### config.mk
export PLATFORM = sky130hd
export DESIGN_NAME = pmc_pointer_mask_config
export DESIGN_NICKNAME = d
export VERILOG_FILES = /design/src/shared/pmc_pkg.sv /design/src/core/pmc_pointer_mask_config.sv /design/src/core/pmc_mode_field.sv
export VERILOG_INCLUDE_DIRS = /design/src /design/src/shared
export SDC_FILE = /design/constraint.sdc
export NUM_CORES = 1
export LEC_CHECK = 0
export CELL_PAD_IN_SITES_DETAIL_PLACEMENT = 1
export CELL_PAD_IN_SITES_GLOBAL_PLACEMENT = 1
export CORE_AREA = 2 2 140 142
export CTS_BUF_LIST = sky130_fd_sc_hd__clkbuf_16
export DETAILED_ROUTE_END_ITERATION = 8
export DIE_AREA = 0 0 142 144
export DONT_BUFFER_PORTS = 1
export PLACE_DENSITY = 0.49
export RECOVER_POWER = 25
export SYNTH_ARGS = -nofsm -noshare
export SYNTH_HDL_FRONTEND = slang
export SYNTH_SLANG_ARGS = --single-unit
### constraint.sdc
create_clock -name clock -period 1.6 [get_ports clock]
set_input_delay 0 -clock clock [delete_from_list [all_inputs] [get_ports clock]]
set_output_delay 0 -clock clock [all_outputs]
set_load 0.02 [all_outputs]
### src/shared/pmc_defines.svh
`ifndef PMC_DEFINES_SVH
`define PMC_DEFINES_SVH

// Mask-mode field encodings
`define PMC_MODE_OFF    2'h0
`define PMC_MODE_RSVD   2'h1
`define PMC_MODE_LEN7   2'h2
`define PMC_MODE_LEN16  2'h3
`define PMC_MODE_RESET  2'h0

// Resolved masked bit counts
`define PMC_LEN_NONE    5'h00
`define PMC_LEN_SHORT   5'h07
`define PMC_LEN_LONG    5'h10

// Field positions inside the 64-bit configuration images
`define PMC_FIELD_LSB   32
`define PMC_HYP_USER_MASK_MODE_LSB   48

`endif

### src/shared/pmc_pkg.sv
package pmc_pkg;

  typedef enum logic [1:0] {
    priv_user,
    priv_super,
    priv_machine
  } pmc_priv_t;

  typedef logic [1:0] pmc_mode_t;

endpackage : pmc_pkg

### src/core/pmc_pointer_mask_config.sv
`timescale 1ns/100ps
`include "pmc_defines.svh"

// Summary of operation
// - Mask-mode fields are 2 bits; illegal writes keep the old legal value.
// - Decode 00 none, 01 reserved, 10 seven bits, 11 sixteen bits.
// - On a 32-bit hart all mask-mode fields read zero and ignore writes.
// - Masking is active only on a 64-bit hart; enabling otherwise is refused.
// - A mode whose register width is 32 refuses mask enables.
// - Setting a mode's width to 32 clears its field; no later restore.
// - Supervisor config bits 33:32 govern user and virtual-user masking.
// - Hypervisor config bits 33:32 govern virtual-supervisor masking.
// - Hypervisor status bits 49:48 govern user-issued virtual-user hyp accesses.
// - Hyp accesses from supervisor or machine as virtual-user use supervisor field.
// - Hyp accesses as virtual-supervisor use the hypervisor config field.
// - Execute-permission hyp loads are never masked.
// - Make-executable-readable at the effective mode disables masking.
// - Machine config bits 33:32 govern supervisor, or user without supervisor.
// - Virtual modes with bare guest translation use zero-extending masking.
// - Machine security config bits 33:32 govern machine-mode masking.
// - Machine-mode masking support implies the security config register exists.
// - Masking touches only effective addresses; mode changes need no fence.
// - The active mode's setting applies; it lives in the next-higher mode's register, except machine's, which is in its security config.
// - Modify-privilege and virtual-privilege controls select the effective mode's setting.
module pmc_pointer_mask_config #(
  parameter bit RV64       = 1'b1,
  parameter bit HAS_SUPER  = 1'b1,
  parameter bit HAS_HYP    = 1'b1,
  parameter bit HAS_MACH   = 1'b1
) (
  // Clock and reset
  input  wire logic                clock,
  input  wire logic                resetn,
  // Field writes
  input  wire logic                seccfg_write,
  input  wire logic                menvcfg_write,
  input  wire logic                senvcfg_write,
  input  wire logic                henvcfg_write,
  input  wire logic                hstatus_write,
  input  wire pmc_pkg::pmc_mode_t  write_mode,
  // Register width per mode
  input  wire logic                mach_width_32,
  input  wire logic                super_width_32,
  input  wire logic                user_width_32,
  input  wire logic                vsuper_width_32,
  input  wire logic                vuser_width_32,
  input  wire logic                mach_width_set,
  input  wire logic                super_width_set,
  input  wire logic                user_width_set,
  input  wire logic                vsuper_width_set,
  input  wire logic                vuser_width_set,
  // Explicit access request
  input  wire logic                access_valid,
  input  wire pmc_pkg::pmc_priv_t  priv,
  input  wire logic                virt,
  input  wire logic                hyp_virtual_load,
  input  wire logic                hyp_virtual_store,
  input  wire logic                hyp_exec_perm_load,
  input  wire logic                modify_privilege,
  input  wire pmc_pkg::pmc_priv_t  prev_priv,
  input  wire logic                prev_virt,
  input  wire logic                sup_virtual_privilege,
  input  wire logic                make_executable_readable,
  input  wire logic                vs_make_executable_readable,
  input  wire logic                satp_bare,
  input  wire logic                vsatp_bare,
  // Resolved masking
  output logic                     result_valid,
  output logic [4:0]               masked_bit_count,
  output logic                     zero_extend,
  // Configuration images
  output logic [63:0]              seccfg_image,
  output logic [63:0]              menvcfg_image,
  output logic [63:0]              senvcfg_image,
  output logic [63:0]              henvcfg_image,
  output logic [63:0]              hstatus_image,
  output logic                     seccfg_present
);

  pmc_pkg::pmc_mode_t mode_mach;
  pmc_pkg::pmc_mode_t mode_menv;
  pmc_pkg::pmc_mode_t mode_senv;
  pmc_pkg::pmc_mode_t mode_henv;
  pmc_pkg::pmc_mode_t hyp_user_mask_mode;
  logic               menv_width_32;
  logic               menv_width_set;

  // Machine config governs user directly when supervisor is absent
  assign menv_width_32  = HAS_SUPER ? super_width_32 : user_width_32;
  assign menv_width_set = HAS_SUPER ? super_width_set : user_width_set;

  pmc_mode_field #(.ENABLED(RV64 && HAS_MACH)) u_seccfg (
    .clock       (clock),
    .resetn      (resetn),
    .write_en    (seccfg_write),
    .write_data  (write_mode),
    .width_is_32 (mach_width_32),
    .width_set   (mach_width_set),
    .field_value (mode_mach)
  );

  pmc_mode_field #(.ENABLED(RV64)) u_menvcfg (
    .clock       (clock),
    .resetn      (resetn),
    .write_en    (menvcfg_write),
    .write_data  (write_mode),
    .width_is_32 (menv_width_32),
    .width_set   (menv_width_set),
    .field_value (mode_menv)
  );

  pmc_mode_field #(.ENABLED(RV64 && HAS_SUPER)) u_senvcfg (
    .clock       (clock),
    .resetn      (resetn),
    .write_en    (senvcfg_write),
    .write_data  (write_mode),
    .width_is_32 (user_width_32),
    .width_set   (user_width_set),
    .field_value (mode_senv)
  );

  pmc_mode_field #(.ENABLED(RV64 && HAS_HYP)) u_henvcfg (
    .clock       (clock),
    .resetn      (resetn),
    .write_en    (henvcfg_write),
    .write_data  (write_mode),
    .width_is_32 (vsuper_width_32),
    .width_set   (vsuper_width_set),
    .field_value (mode_henv)
  );

  pmc_mode_field #(.ENABLED(RV64 && HAS_HYP)) u_hstatus (
    .clock       (clock),
    .resetn      (resetn),
    .write_en    (hstatus_write),
    .write_data  (write_mode),
    .width_is_32 (vuser_width_32),
    .width_set   (vuser_width_set),
    .field_value (hyp_user_mask_mode)
  );

  function automatic logic [63:0] place(input pmc_pkg::pmc_mode_t value, input int lsb);
    logic [63:0] image;
    image = 64'h0000_0000_0000_0000;
    image[lsb +: 2] = value;
    return image;
  endfunction : place

  function automatic logic [4:0] decode(input pmc_pkg::pmc_mode_t value);
    logic [4:0] count;
    count = `PMC_LEN_NONE;
    case (value)
      `PMC_MODE_LEN7:  count = `PMC_LEN_SHORT;
      `PMC_MODE_LEN16: count = `PMC_LEN_LONG;
      default:         count = `PMC_LEN_NONE;
    endcase
    return count;
  endfunction : decode

  assign seccfg_image   = place(mode_mach, `PMC_FIELD_LSB);
  assign menvcfg_image  = place(mode_menv, `PMC_FIELD_LSB);
  assign senvcfg_image  = place(mode_senv, `PMC_FIELD_LSB);
  assign henvcfg_image  = place(mode_henv, `PMC_FIELD_LSB);
  assign hstatus_image  = place(hyp_user_mask_mode, `PMC_HYP_USER_MASK_MODE_LSB);
  assign seccfg_present = HAS_MACH;

  // Effective mode and field selection
  pmc_pkg::pmc_priv_t eff_priv;
  logic               eff_virt;
  logic               hyp_access;
  pmc_pkg::pmc_mode_t sel_mode;
  logic               next_result_valid;
  logic [4:0]         next_masked_bit_count;
  logic               next_zero_extend;

  assign hyp_access = hyp_virtual_load || hyp_virtual_store || hyp_exec_perm_load;

  always_comb begin
    eff_priv = priv;
    eff_virt = virt;
    if (hyp_access) begin
      eff_virt = 1'b1;
      eff_priv = sup_virtual_privilege ? pmc_pkg::priv_super : pmc_pkg::priv_user;
    end else if (modify_privilege && priv == pmc_pkg::priv_machine) begin
      eff_priv = prev_priv;
      eff_virt = prev_virt && prev_priv != pmc_pkg::priv_machine;
    end
  end

  // Each mode's setting sits with the next-higher mode, except machine's, which sits in its own security config
  always_comb begin
    sel_mode = `PMC_MODE_OFF;
    case (eff_priv)
      pmc_pkg::priv_machine: sel_mode = mode_mach;
      pmc_pkg::priv_super:   sel_mode = eff_virt ? mode_henv : mode_menv;
      pmc_pkg::priv_user: begin
        if (!eff_virt) begin
          sel_mode = HAS_SUPER ? mode_senv : mode_menv;
        end else if (hyp_access && priv == pmc_pkg::priv_user) begin
          sel_mode = hyp_user_mask_mode;
        end else begin
          sel_mode = mode_senv;
        end
      end
      default: sel_mode = `PMC_MODE_OFF;
    endcase
  end

  // Resolution uses current fields only, so no fence state is kept
  always_comb begin
    next_result_valid     = access_valid;
    next_masked_bit_count = decode(sel_mode);
    next_zero_extend      = eff_virt ? vsatp_bare
                                     : (eff_priv == pmc_pkg::priv_machine || satp_bare);
    if (hyp_exec_perm_load) begin
      next_masked_bit_count = `PMC_LEN_NONE;
    end
    if (make_executable_readable || (eff_virt && vs_make_executable_readable)) begin
      next_masked_bit_count = `PMC_LEN_NONE;
    end
    if (!RV64 || !access_valid) begin
      next_masked_bit_count = `PMC_LEN_NONE;
    end
  end

  always_ff @(posedge clock) begin
    if (!resetn) begin
      result_valid     <= 1'b0;
      masked_bit_count <= `PMC_LEN_NONE;
      zero_extend      <= 1'b0;
    end else begin
      result_valid     <= next_result_valid;
      masked_bit_count <= next_masked_bit_count;
      zero_extend      <= next_zero_extend;
    end
  end
endmodule : pmc_pointer_mask_config

### src/core/pmc_mode_field.sv
`timescale 1ns/100ps
`include "pmc_defines.svh"

module pmc_mode_field #(
  parameter bit ENABLED = 1'b1
) (
  // Clock and reset
  input  wire logic            clock,
  input  wire logic            resetn,
  // Software write
  input  wire logic            write_en,
  input  wire pmc_pkg::pmc_mode_t write_data,
  // Register width of the governed mode
  input  wire logic            width_is_32,
  input  wire logic            width_set,
  // Stored value
  output pmc_pkg::pmc_mode_t   field_value
);

  pmc_pkg::pmc_mode_t next_field_value;

  always_comb begin
    next_field_value = field_value;
    if (!ENABLED) begin
      next_field_value = `PMC_MODE_OFF;
    end else if (width_set) begin
      next_field_value = `PMC_MODE_OFF;
    end else if (write_en && !width_is_32 && write_data != `PMC_MODE_RSVD) begin
      next_field_value = write_data;
    end
  end

  always_ff @(posedge clock) begin
    if (!resetn) begin
      field_value <= `PMC_MODE_RESET;
    end else begin
      field_value <= next_field_value;
    end
  end
endmodule : pmc_mode_field

After elaboration in Yosys (flattened, before gate mapping)
Cells that the tools add are included.

cells by class
  equal/unequal tests = 7
  multiplexer cells = 11
  bitwise gates (word level) = 2
  reductions and logical operators = 31

operators with widths
  kind                                                                   count
  1-bit logical AND                                                      14
  2-bit 2-to-1 mux                                                       5
  5-bit one-hot mux with 2 select lines                                  1
  2-bit OR reduction                                                     5
  2-bit equality test, second input constant                             4
  2-bit one-hot mux with 3 select lines                                  1
  1-bit logical NOT                                                      5
  2-bit logical NOT                                                      2
  1-bit logical OR                                                       4
  1-bit 2-to-1 mux                                                       4
  4-bit OR reduction                                                     1
  2-bit by 1-bit equality test with 1-bit output, second input constant  1
  2-bit by 1-bit != test with 1-bit output, second input constant        1
  2-bit != test, second input constant                                   1
  1-bit NOT                                                              2

word-level totals
  register bits after elaboration = 17
  input port bits = 35
  output and inout bits = 328
  word-level logic and storage cells = 59

Logic depth before layout (Yosys ltp)
Gate-level depths: netlist of run 1.

  word-level depth = 8
  mapped depth = 6
  mapped depth without buffers = 6

Modules after synthesis
A second synthesis of run 1 with hierarchy kept.

unflattened totals
  cell total of the unflattened synthesis = 411
  area, all modules = 3,314.4 µm²

by module, submodules not included
  module                   instances  cells an instance  area an instance (µm²)  sequential area each (µm²)
  pmc_pointer_mask_config  1          366                2,770.2                 80.1
  pmc_mode_field           5          9                  108.9                   40.0

Worst setup path before layout of run 1
OpenSTA, ideal clock, no wires.

  kind = register to register
  start = register u_henvcfg.field_value[1]
  end = register masked_bit_count[4]
  library setup time = 65 ps
  data arrival time = 1,220 ps
  required time = 1,535 ps
  slack = 315 ps
  cell stages (with the launch flop) = 6
  path buffers = 0
  clock period less this slack = 1,285 ps
  path through = dfxtp_1 -> a21oi_1 -> a41oi_2 -> nand3_1 -> a221o_1 -> nor2b_1

between the ends
  word-level cells in the longest chain between the ends = 4
  elaborated cells between the ends (all ways) = 5
  those cells by class = eq/ne (2); mux (3)

ends and longest elaborated chain
  item                                       RTL line                        RTL
  start: declaration                         pmc_mode_field.sv:17            output pmc_pkg::pmc_mode_t field_value
  start signal: assignment                   pmc_mode_field.sv:35            field_value <= `PMC_MODE_RESET;
  start signal: assignment                   pmc_mode_field.sv:37            field_value <= next_field_value;
  2-bit 2-to-1 mux (*)                       pmc_pointer_mask_config.sv:195  pmc_pkg::priv_super: sel_mode = eff_virt ? mode_henv : mode_menv;
  2-bit one-hot mux with 3 select lines (*)  pmc_pointer_mask_config.sv:193  case (eff_priv)
  2-bit equality test                        pmc_pointer_mask_config.sv:152  case (value)
  5-bit one-hot mux with 2 select lines (*)  pmc_pointer_mask_config.sv:152
  end signal: assignment                     pmc_pointer_mask_config.sv:229  masked_bit_count <= `PMC_LEN_NONE;
  end signal: assignment                     pmc_pointer_mask_config.sv:233  masked_bit_count <= next_masked_bit_count;
  end: declaration                           pmc_pointer_mask_config.sv:69   output logic [4:0] masked_bit_count,

Mark *: on every way between the ends. The rest lies on a longest branch, timed or not.
A chain may end at the register's enable or synchronous reset.

Worst setup path after layout of run 1
  start = input priv[0]
  end = register zero_extend

between the ends
  word-level cells in the longest chain between the ends = 7
  elaborated cells between the ends (all ways) = 9
  those cells by class = eq/ne (2); mux (5); reduce/logical (2)

ends and longest elaborated chain
  item                    RTL line                        RTL
  start: declaration      pmc_pointer_mask_config.sv:54   input wire pmc_pkg::pmc_priv_t priv,
  2-bit equality test     pmc_pointer_mask_config.sv:184  end else if (modify_privilege && priv == pmc_pkg::priv_machine) begin
  1-bit logical AND       pmc_pointer_mask_config.sv:184
  2-bit 2-to-1 mux        pmc_pointer_mask_config.sv:184
  2-bit 2-to-1 mux        pmc_pointer_mask_config.sv:181  if (hyp_access) begin
  2-bit equality test     pmc_pointer_mask_config.sv:214  : (eff_priv == pmc_pkg::priv_machine || satp_bare);
  1-bit logical OR        pmc_pointer_mask_config.sv:214
  1-bit 2-to-1 mux (*)    pmc_pointer_mask_config.sv:213  next_zero_extend = eff_virt ? vsatp_bare
  end signal: assignment  pmc_pointer_mask_config.sv:234  zero_extend <= next_zero_extend;
  end: declaration        pmc_pointer_mask_config.sv:70   output logic zero_extend,

Marked as above.

==> metrics.csv, run 1 <==
metric;value;unit
synth.avg_cell_area;7.70;um^2
grt.overflow.total;0;
final_cells;676;
dieArea;0.0204;mm^2
drtIter0Drc;21;
first_pass_iters;2;
io_pins;363;
final_antenna_net_count;0;
fmax;725;MHz
root_buffer;clkbuf_16;
hold_path_class;in -> reg;
synth-edff-count;0;
vias_per_cell;2.45;
synthTopCellsByArea;buf_4 74%, dfxtp_1 8.9%, inv_1 1.4%;
dp.cells;653;
required;1.73;ns
synth_commonest_cells;314 x buf_4, 14 x dfxtp_1, 12 x inv_1;
grt_max_degree;9;
outcome;complete, no violations;
synth_area_leader_cell;buf_4;
rows;51;
wl_per_cell;9.76;um
syn_inst;411;
slew_violations;0;
grt_pass1_vias;1216;
yosysTopAreaCellShare;0.745;
period_minus_slack;1.38;ns
async_flop_share;0;
cts_buffer_depth;2;
clkLatencyLatePin;0.25;ns
maxCapViolations;0;
worstMarginPinSlew;0.633;ns
cp-end-kind;register;
ys_seq_area_frac;0.0886;
setup_tns;0;ns
ys_warn_count;0;
setup_viol;0;
place_congestion;0.678;
final_net_count;473;
worstSetupStartpointType;input port;
grt_pass1_wl;8020;um
clock_skew;0.00163;ns
place.detailed.hpwl;5950;um
clkTransAtPathRegs;0.05;ns
chipHeight;144;um
syn2layout_area_growth;-18.1;%
numCtsBuffers;3;
hold_violations;0;
htree_levels;1;
dieWidth;142;um
synth_most_common_cell;buf_4;
cts_sinks;14;
peakVddDrop;270;uV
ys.flop_type;dfxtp_1;
coreArea;0.0191;mm^2
syn_area;0.00316;mm^2
rsz0062_at_grt;no;
synth-seq-cells;14;
vias;1653;
initial_core_util;0.166;
cp.arrival;1.51;ns
cts_tree;yes;
final_layout_size_suffix_gt1_frac;0.0366;
port_buffers;0;
final_cell_area;0.00259;mm^2
power_density;639;mW/mm^2
slew_headroom;0.577;
antenna_found_initial;1;
drc;0;
track_usage;0.0539;
wl;6600;um
place_area;0.00233;mm^2
post-route-period-util;0.862;
yosysUniqueCellTypes;30;
total_power;0.00166;W
leakage;1.43;nW
crit_type;in -> reg;
cp_max_fo;5;
utilization;0.136;
-- metrics by stage --
stage / hold slack (ns) / setup slack, ns
3_3_place_gp: 0.125 / 0.205
2_1_floorplan: 0.122 / 0.315
5_1_grt: 0.0415 / 0.0590
3_5_place_dp: 0.128 / 0.159
4_1_cts: 0.0257 / 0.0110
6_report: 0.0251 / 0.221
-- critical path: stages --
cell and delay (ns):
nand2b_1 0.14, o21ai_1 0.30, nand3_2 0.21, nand2_1 0.10, o21ai_0 0.07, and2_1 0.15
dlygate4sd3_1 0.54
-- area by class of cell --
type	count	area, um^2
antenna	1	2.50
clock buffer	3	75.1
clock inverter	1	3.75
fill	2417	16500
inverter	12	45.0
multi-input combinational	381	1650
sequential	14	280
tap	238	298
timing repair buffer	26	236
-- registers in the layout (all words and copies together), names as in the netlist --
name                   flops
zero_extend                1
u_senvcfg.field_value      2
result_valid               1
u_seccfg.field_value       2
u_hstatus.field_value      2
u_henvcfg.field_value      2
masked_bit_count           2
u_menvcfg.field_value      2
-- what timing repair did --
action,in CTS,in global routing
hold buffers,18,0
endpoints found under the hold margin,14,0
setup endpoints to repair,0,2
buffers inserted,0,0
gates resized for setup,0,2
-- layer usage --
layer / up-vias / wire length, um / GRT usage
met2: 194 / 3460 / 0.102
li1: 713 / - / -
met3: 2 / 1080 / 0.0262
met5: - / 0 / 0
met4: 0 / 38 / 0.0142
met1: 744 / 2020 / 0.0524
-- cells in the final DEF, fill, tap and decap left out, types with 2 or more instances in the layout --
cell	instances
o221ai_1	2
nor2_1	3
o21ai_0	6
nor2b_1	6
mux2i_1	3
nand2b_1	7
and2_1	2
buf_4	7
inv_1	12
nand3b_1	5
dlygate4sd3_1	17
a21oi_1	4
clkbuf_16	3
a211oi_1	5
nor3b_1	5
conb_1	312
a32o_1	2
nand2_1	4
dfxtp_1	14
nand3_1	2
-- where the power goes --
part           switching, W  internal [W]  total (W)
combinational      0.000714     0.0000677   0.000782
clock              0.000171      0.000332   0.000503
sequential        0.0000140      0.000358   0.000372
-- path summary, 6_finish.rpt --
kind / startpoint / end / slack (ns) / cells after the start
max: priv[0] / zero_extend / 0.22 / 7
min: super_width_32 / u_menvcfg.field_value[0] / 0.03 / 2
max reg2reg: u_henvcfg.field_value[0] / u_henvcfg.field_value[0] / 0.25 / 3
min reg2reg: u_menvcfg.field_value[0] / u_menvcfg.field_value[0] / 0.59 / 2
-- cells by family after synthesis --
group | share of synthesized area
and+or+nand+nor | 0.0815
muxes | 0.00949
DFF | 0.0886
buffers and inverters | 0.759
AOI/OAI and AO/OA | 0.0589
other | 0.00237
No activity file was read; power rests on OpenSTA's default activity.
==> inputs of run 2 (changes only) <==
- PLACE_DENSITY: 0.49 -> unset
- PLACE_DENSITY_LB_ADDON: unset -> 0.1
==> metrics.csv, run 2 (synthesis results as in run 1) <==
metric;value;unit;change
drtIter0Drc;16;;-24%
final_net_count;473;;unchanged
clock_skew;0.00165;ns;+0.0000184 ns
hold_violations;0;;unchanged
syn2layout_area_growth;-18.5;%;
critical_path.max_stage_delay;0.56;ns;+0.02 ns
grt_max_degree;9;;unchanged
r2r_cells;4;;+1
setup_tns;0;ns;unchanged
wl_per_cell;9.71;um;-0.54%
dp_slack;0.352;ns;+0.193 ns
slew_headroom;0.580;;+0.00266
min-delay-start;vs_make_executable_readable;;
root_buffer;clkbuf_16;;
postCtsSetupRepairBufs;0;;unchanged
hold_path_class;in -> reg;;
grt_pass1_vias;1262;;+3.8%
port_buffers;0;;unchanged
setup_viol;0;;unchanged
whs;0.00626;ns;-0.0188 ns
first_pass_iters;4;;+2
crit_type;reg -> reg;;
io_pins;363;;unchanged
worstSetupStartpointType;register;;
cp-end-kind;register;;
clkTransAtPathRegs;0.05;ns;about the same
dieArea;0.0204;mm^2;unchanged
grt.overflow.total;0;;unchanged
rows;51;;unchanged
track_usage;0.0523;;-0.00154
timing.rr.start;u_henvcfg.field_value[0];;
final_cell_mix;312 x conb_1, 15 x dlygate4sd3_1, 14 x dfxtp_1, 12 x inv_1, 8 x buf_4;;
coreArea;0.0191;mm^2;unchanged
slowest_stage;dlygate4sd3_1;;
outcome;complete, no violations;;
maxCapViolations;0;;unchanged
min_to;masked_bit_count[4];;
final_cells;675;;-0.15%
cts_sinks;14;;unchanged
power_density;644;mW/mm^2;+0.78%
rsz0062_at_grt;no;;
htree_levels;1;;unchanged
fmax;745;MHz;+2.7%
numCtsBuffers;3;;unchanged
wl;6550;um;-0.68%
r2r-end;u_henvcfg.field_value[0];;
chipHeight;144;um;unchanged
utilization;0.135;;-0.000721
slew_violations;0;;unchanged
required;1.80;ns;+0.07 ns
dp.cells;655;;+0.31%
cp.arrival;1.54;ns;+0.03 ns
initial_core_util;0.166;;unchanged
final_common_cell;conb_1;;
cts_tree;yes;;
grt_pass1_wl;7840;um;-2.2%
drc;0;;unchanged
fin_ws;0.258;ns;+0.0366 ns
period_minus_slack;1.34;ns;-0.0366 ns
vias;1638;;-0.91%
final_layout_size_suffix_gt1_frac;0.0366;;unchanged
reg2reg_slack;0.26;ns;about the same
dieWidth;142;um;unchanged
final_antenna_net_count;0;;unchanged
path_buf_inv;3;;+2
antenna_found_initial;0;;-1
clkLatencyLatePin;0.25;ns;about the same
antenna_cells;0;;-1
fillers;2442;;+1.0%
place.detailed.hpwl;5930;um;-0.32%
hold_depth;2;;unchanged
cts_buffer_depth;2;;unchanged
vias_per_cell;2.43;;-0.76%
post-route-period-util;0.839;;-0.0229
peakVddDrop;176;uV;-35%
cp_top_family;buffers and inverters;;
cp_max_fo;2;;-3
crit_path_cell_trace;buf_4 -> inv_1 -> a211oi_1 -> dlygate4sd3_1;;
leakage;1.43;nW;+0.32%
worstMarginPinSlew;0.629;ns;-0.00399 ns
place_congestion;0.682;;+0.60%
-- run 2: cell count changes in the layout (fill, tap and decap cells not counted), sizes merged --
cell	before	now
clkbuf	4	5
clkdlybuf4s25	1	0
dlymetal6s4s	0	1
buf	7	8
diode	1	0
dlygate4sd3	17	15
-- run 2: area by class of cell --
class,instances,area (um^2),area share
Timing Repair Buffer,26,230,0.0893
Clock inverter,1,3.75,0.00146
Inverter,12,45.0,0.0175
Tap cell,238,298,0.116
Sequential cell,14,280,0.109
Clock buffer,3,75.1,0.0291
Multi-Input combinational cell,381,1650,0.638
-- run 2: stage by stage --
step                cell area [um^2]  total power [W]
CTS                             2580          0.00166
global placement                2340          0.00110
detailed placement              2340          0.00110
finish                          2580          0.00166
floorplan                       4330          0.00166
global route                    2580          0.00175
-- run 2: power breakdown --
| group | switching [W] | internal [W] |
|---|---|---|
| sequential | 0.0000121 | 0.000358 |
| clock | 0.000177 | 0.000333 |
| combinational | 0.000717 | 0.0000651 |
| total | 0.000905 | 0.000755 |
-- run 2: worst max path at each step --
stage	start	endpoint	slack (ns)	cells past startpoint
final	u_henvcfg.field_value[0]	u_henvcfg.field_value[0]	0.26	4
after global routing	u_henvcfg.field_value[0]	u_henvcfg.field_value[0]	0.19	4
after CTS	resetn	u_henvcfg.field_value[0]	0.08	4
after detailed placement	hyp_exec_perm_load	masked_bit_count[2]	0.35	6
after global placement	priv[0]	masked_bit_count[4]	0.33	6
after floorplan	u_henvcfg.field_value[1]	masked_bit_count[4]	0.32	5
-- run 2: worst reg2reg max path, stage by stage, from the launching register on --
cell and delay [ns]:
dfxtp_1 0.33, buf_4 0.16, inv_1 0.05, a211oi_1 0.18, dlygate4sd3_1 0.56
-- run 2: timing repair --
item,4_1_cts,5_1_grt
hold buffers,16,0
hold endpoints to repair,12,0
setup endpoints to repair,0,1
gates resized for setup,0,1
-- run 2: layer usage --
layer,track usage,up-vias,wire length [um]
li1,-,712,-
met1,0.0502,713,1920
met2,0.103,206,3600
met3,0.0152,5,923
met4,0.0221,2,102
met5,0,-,6
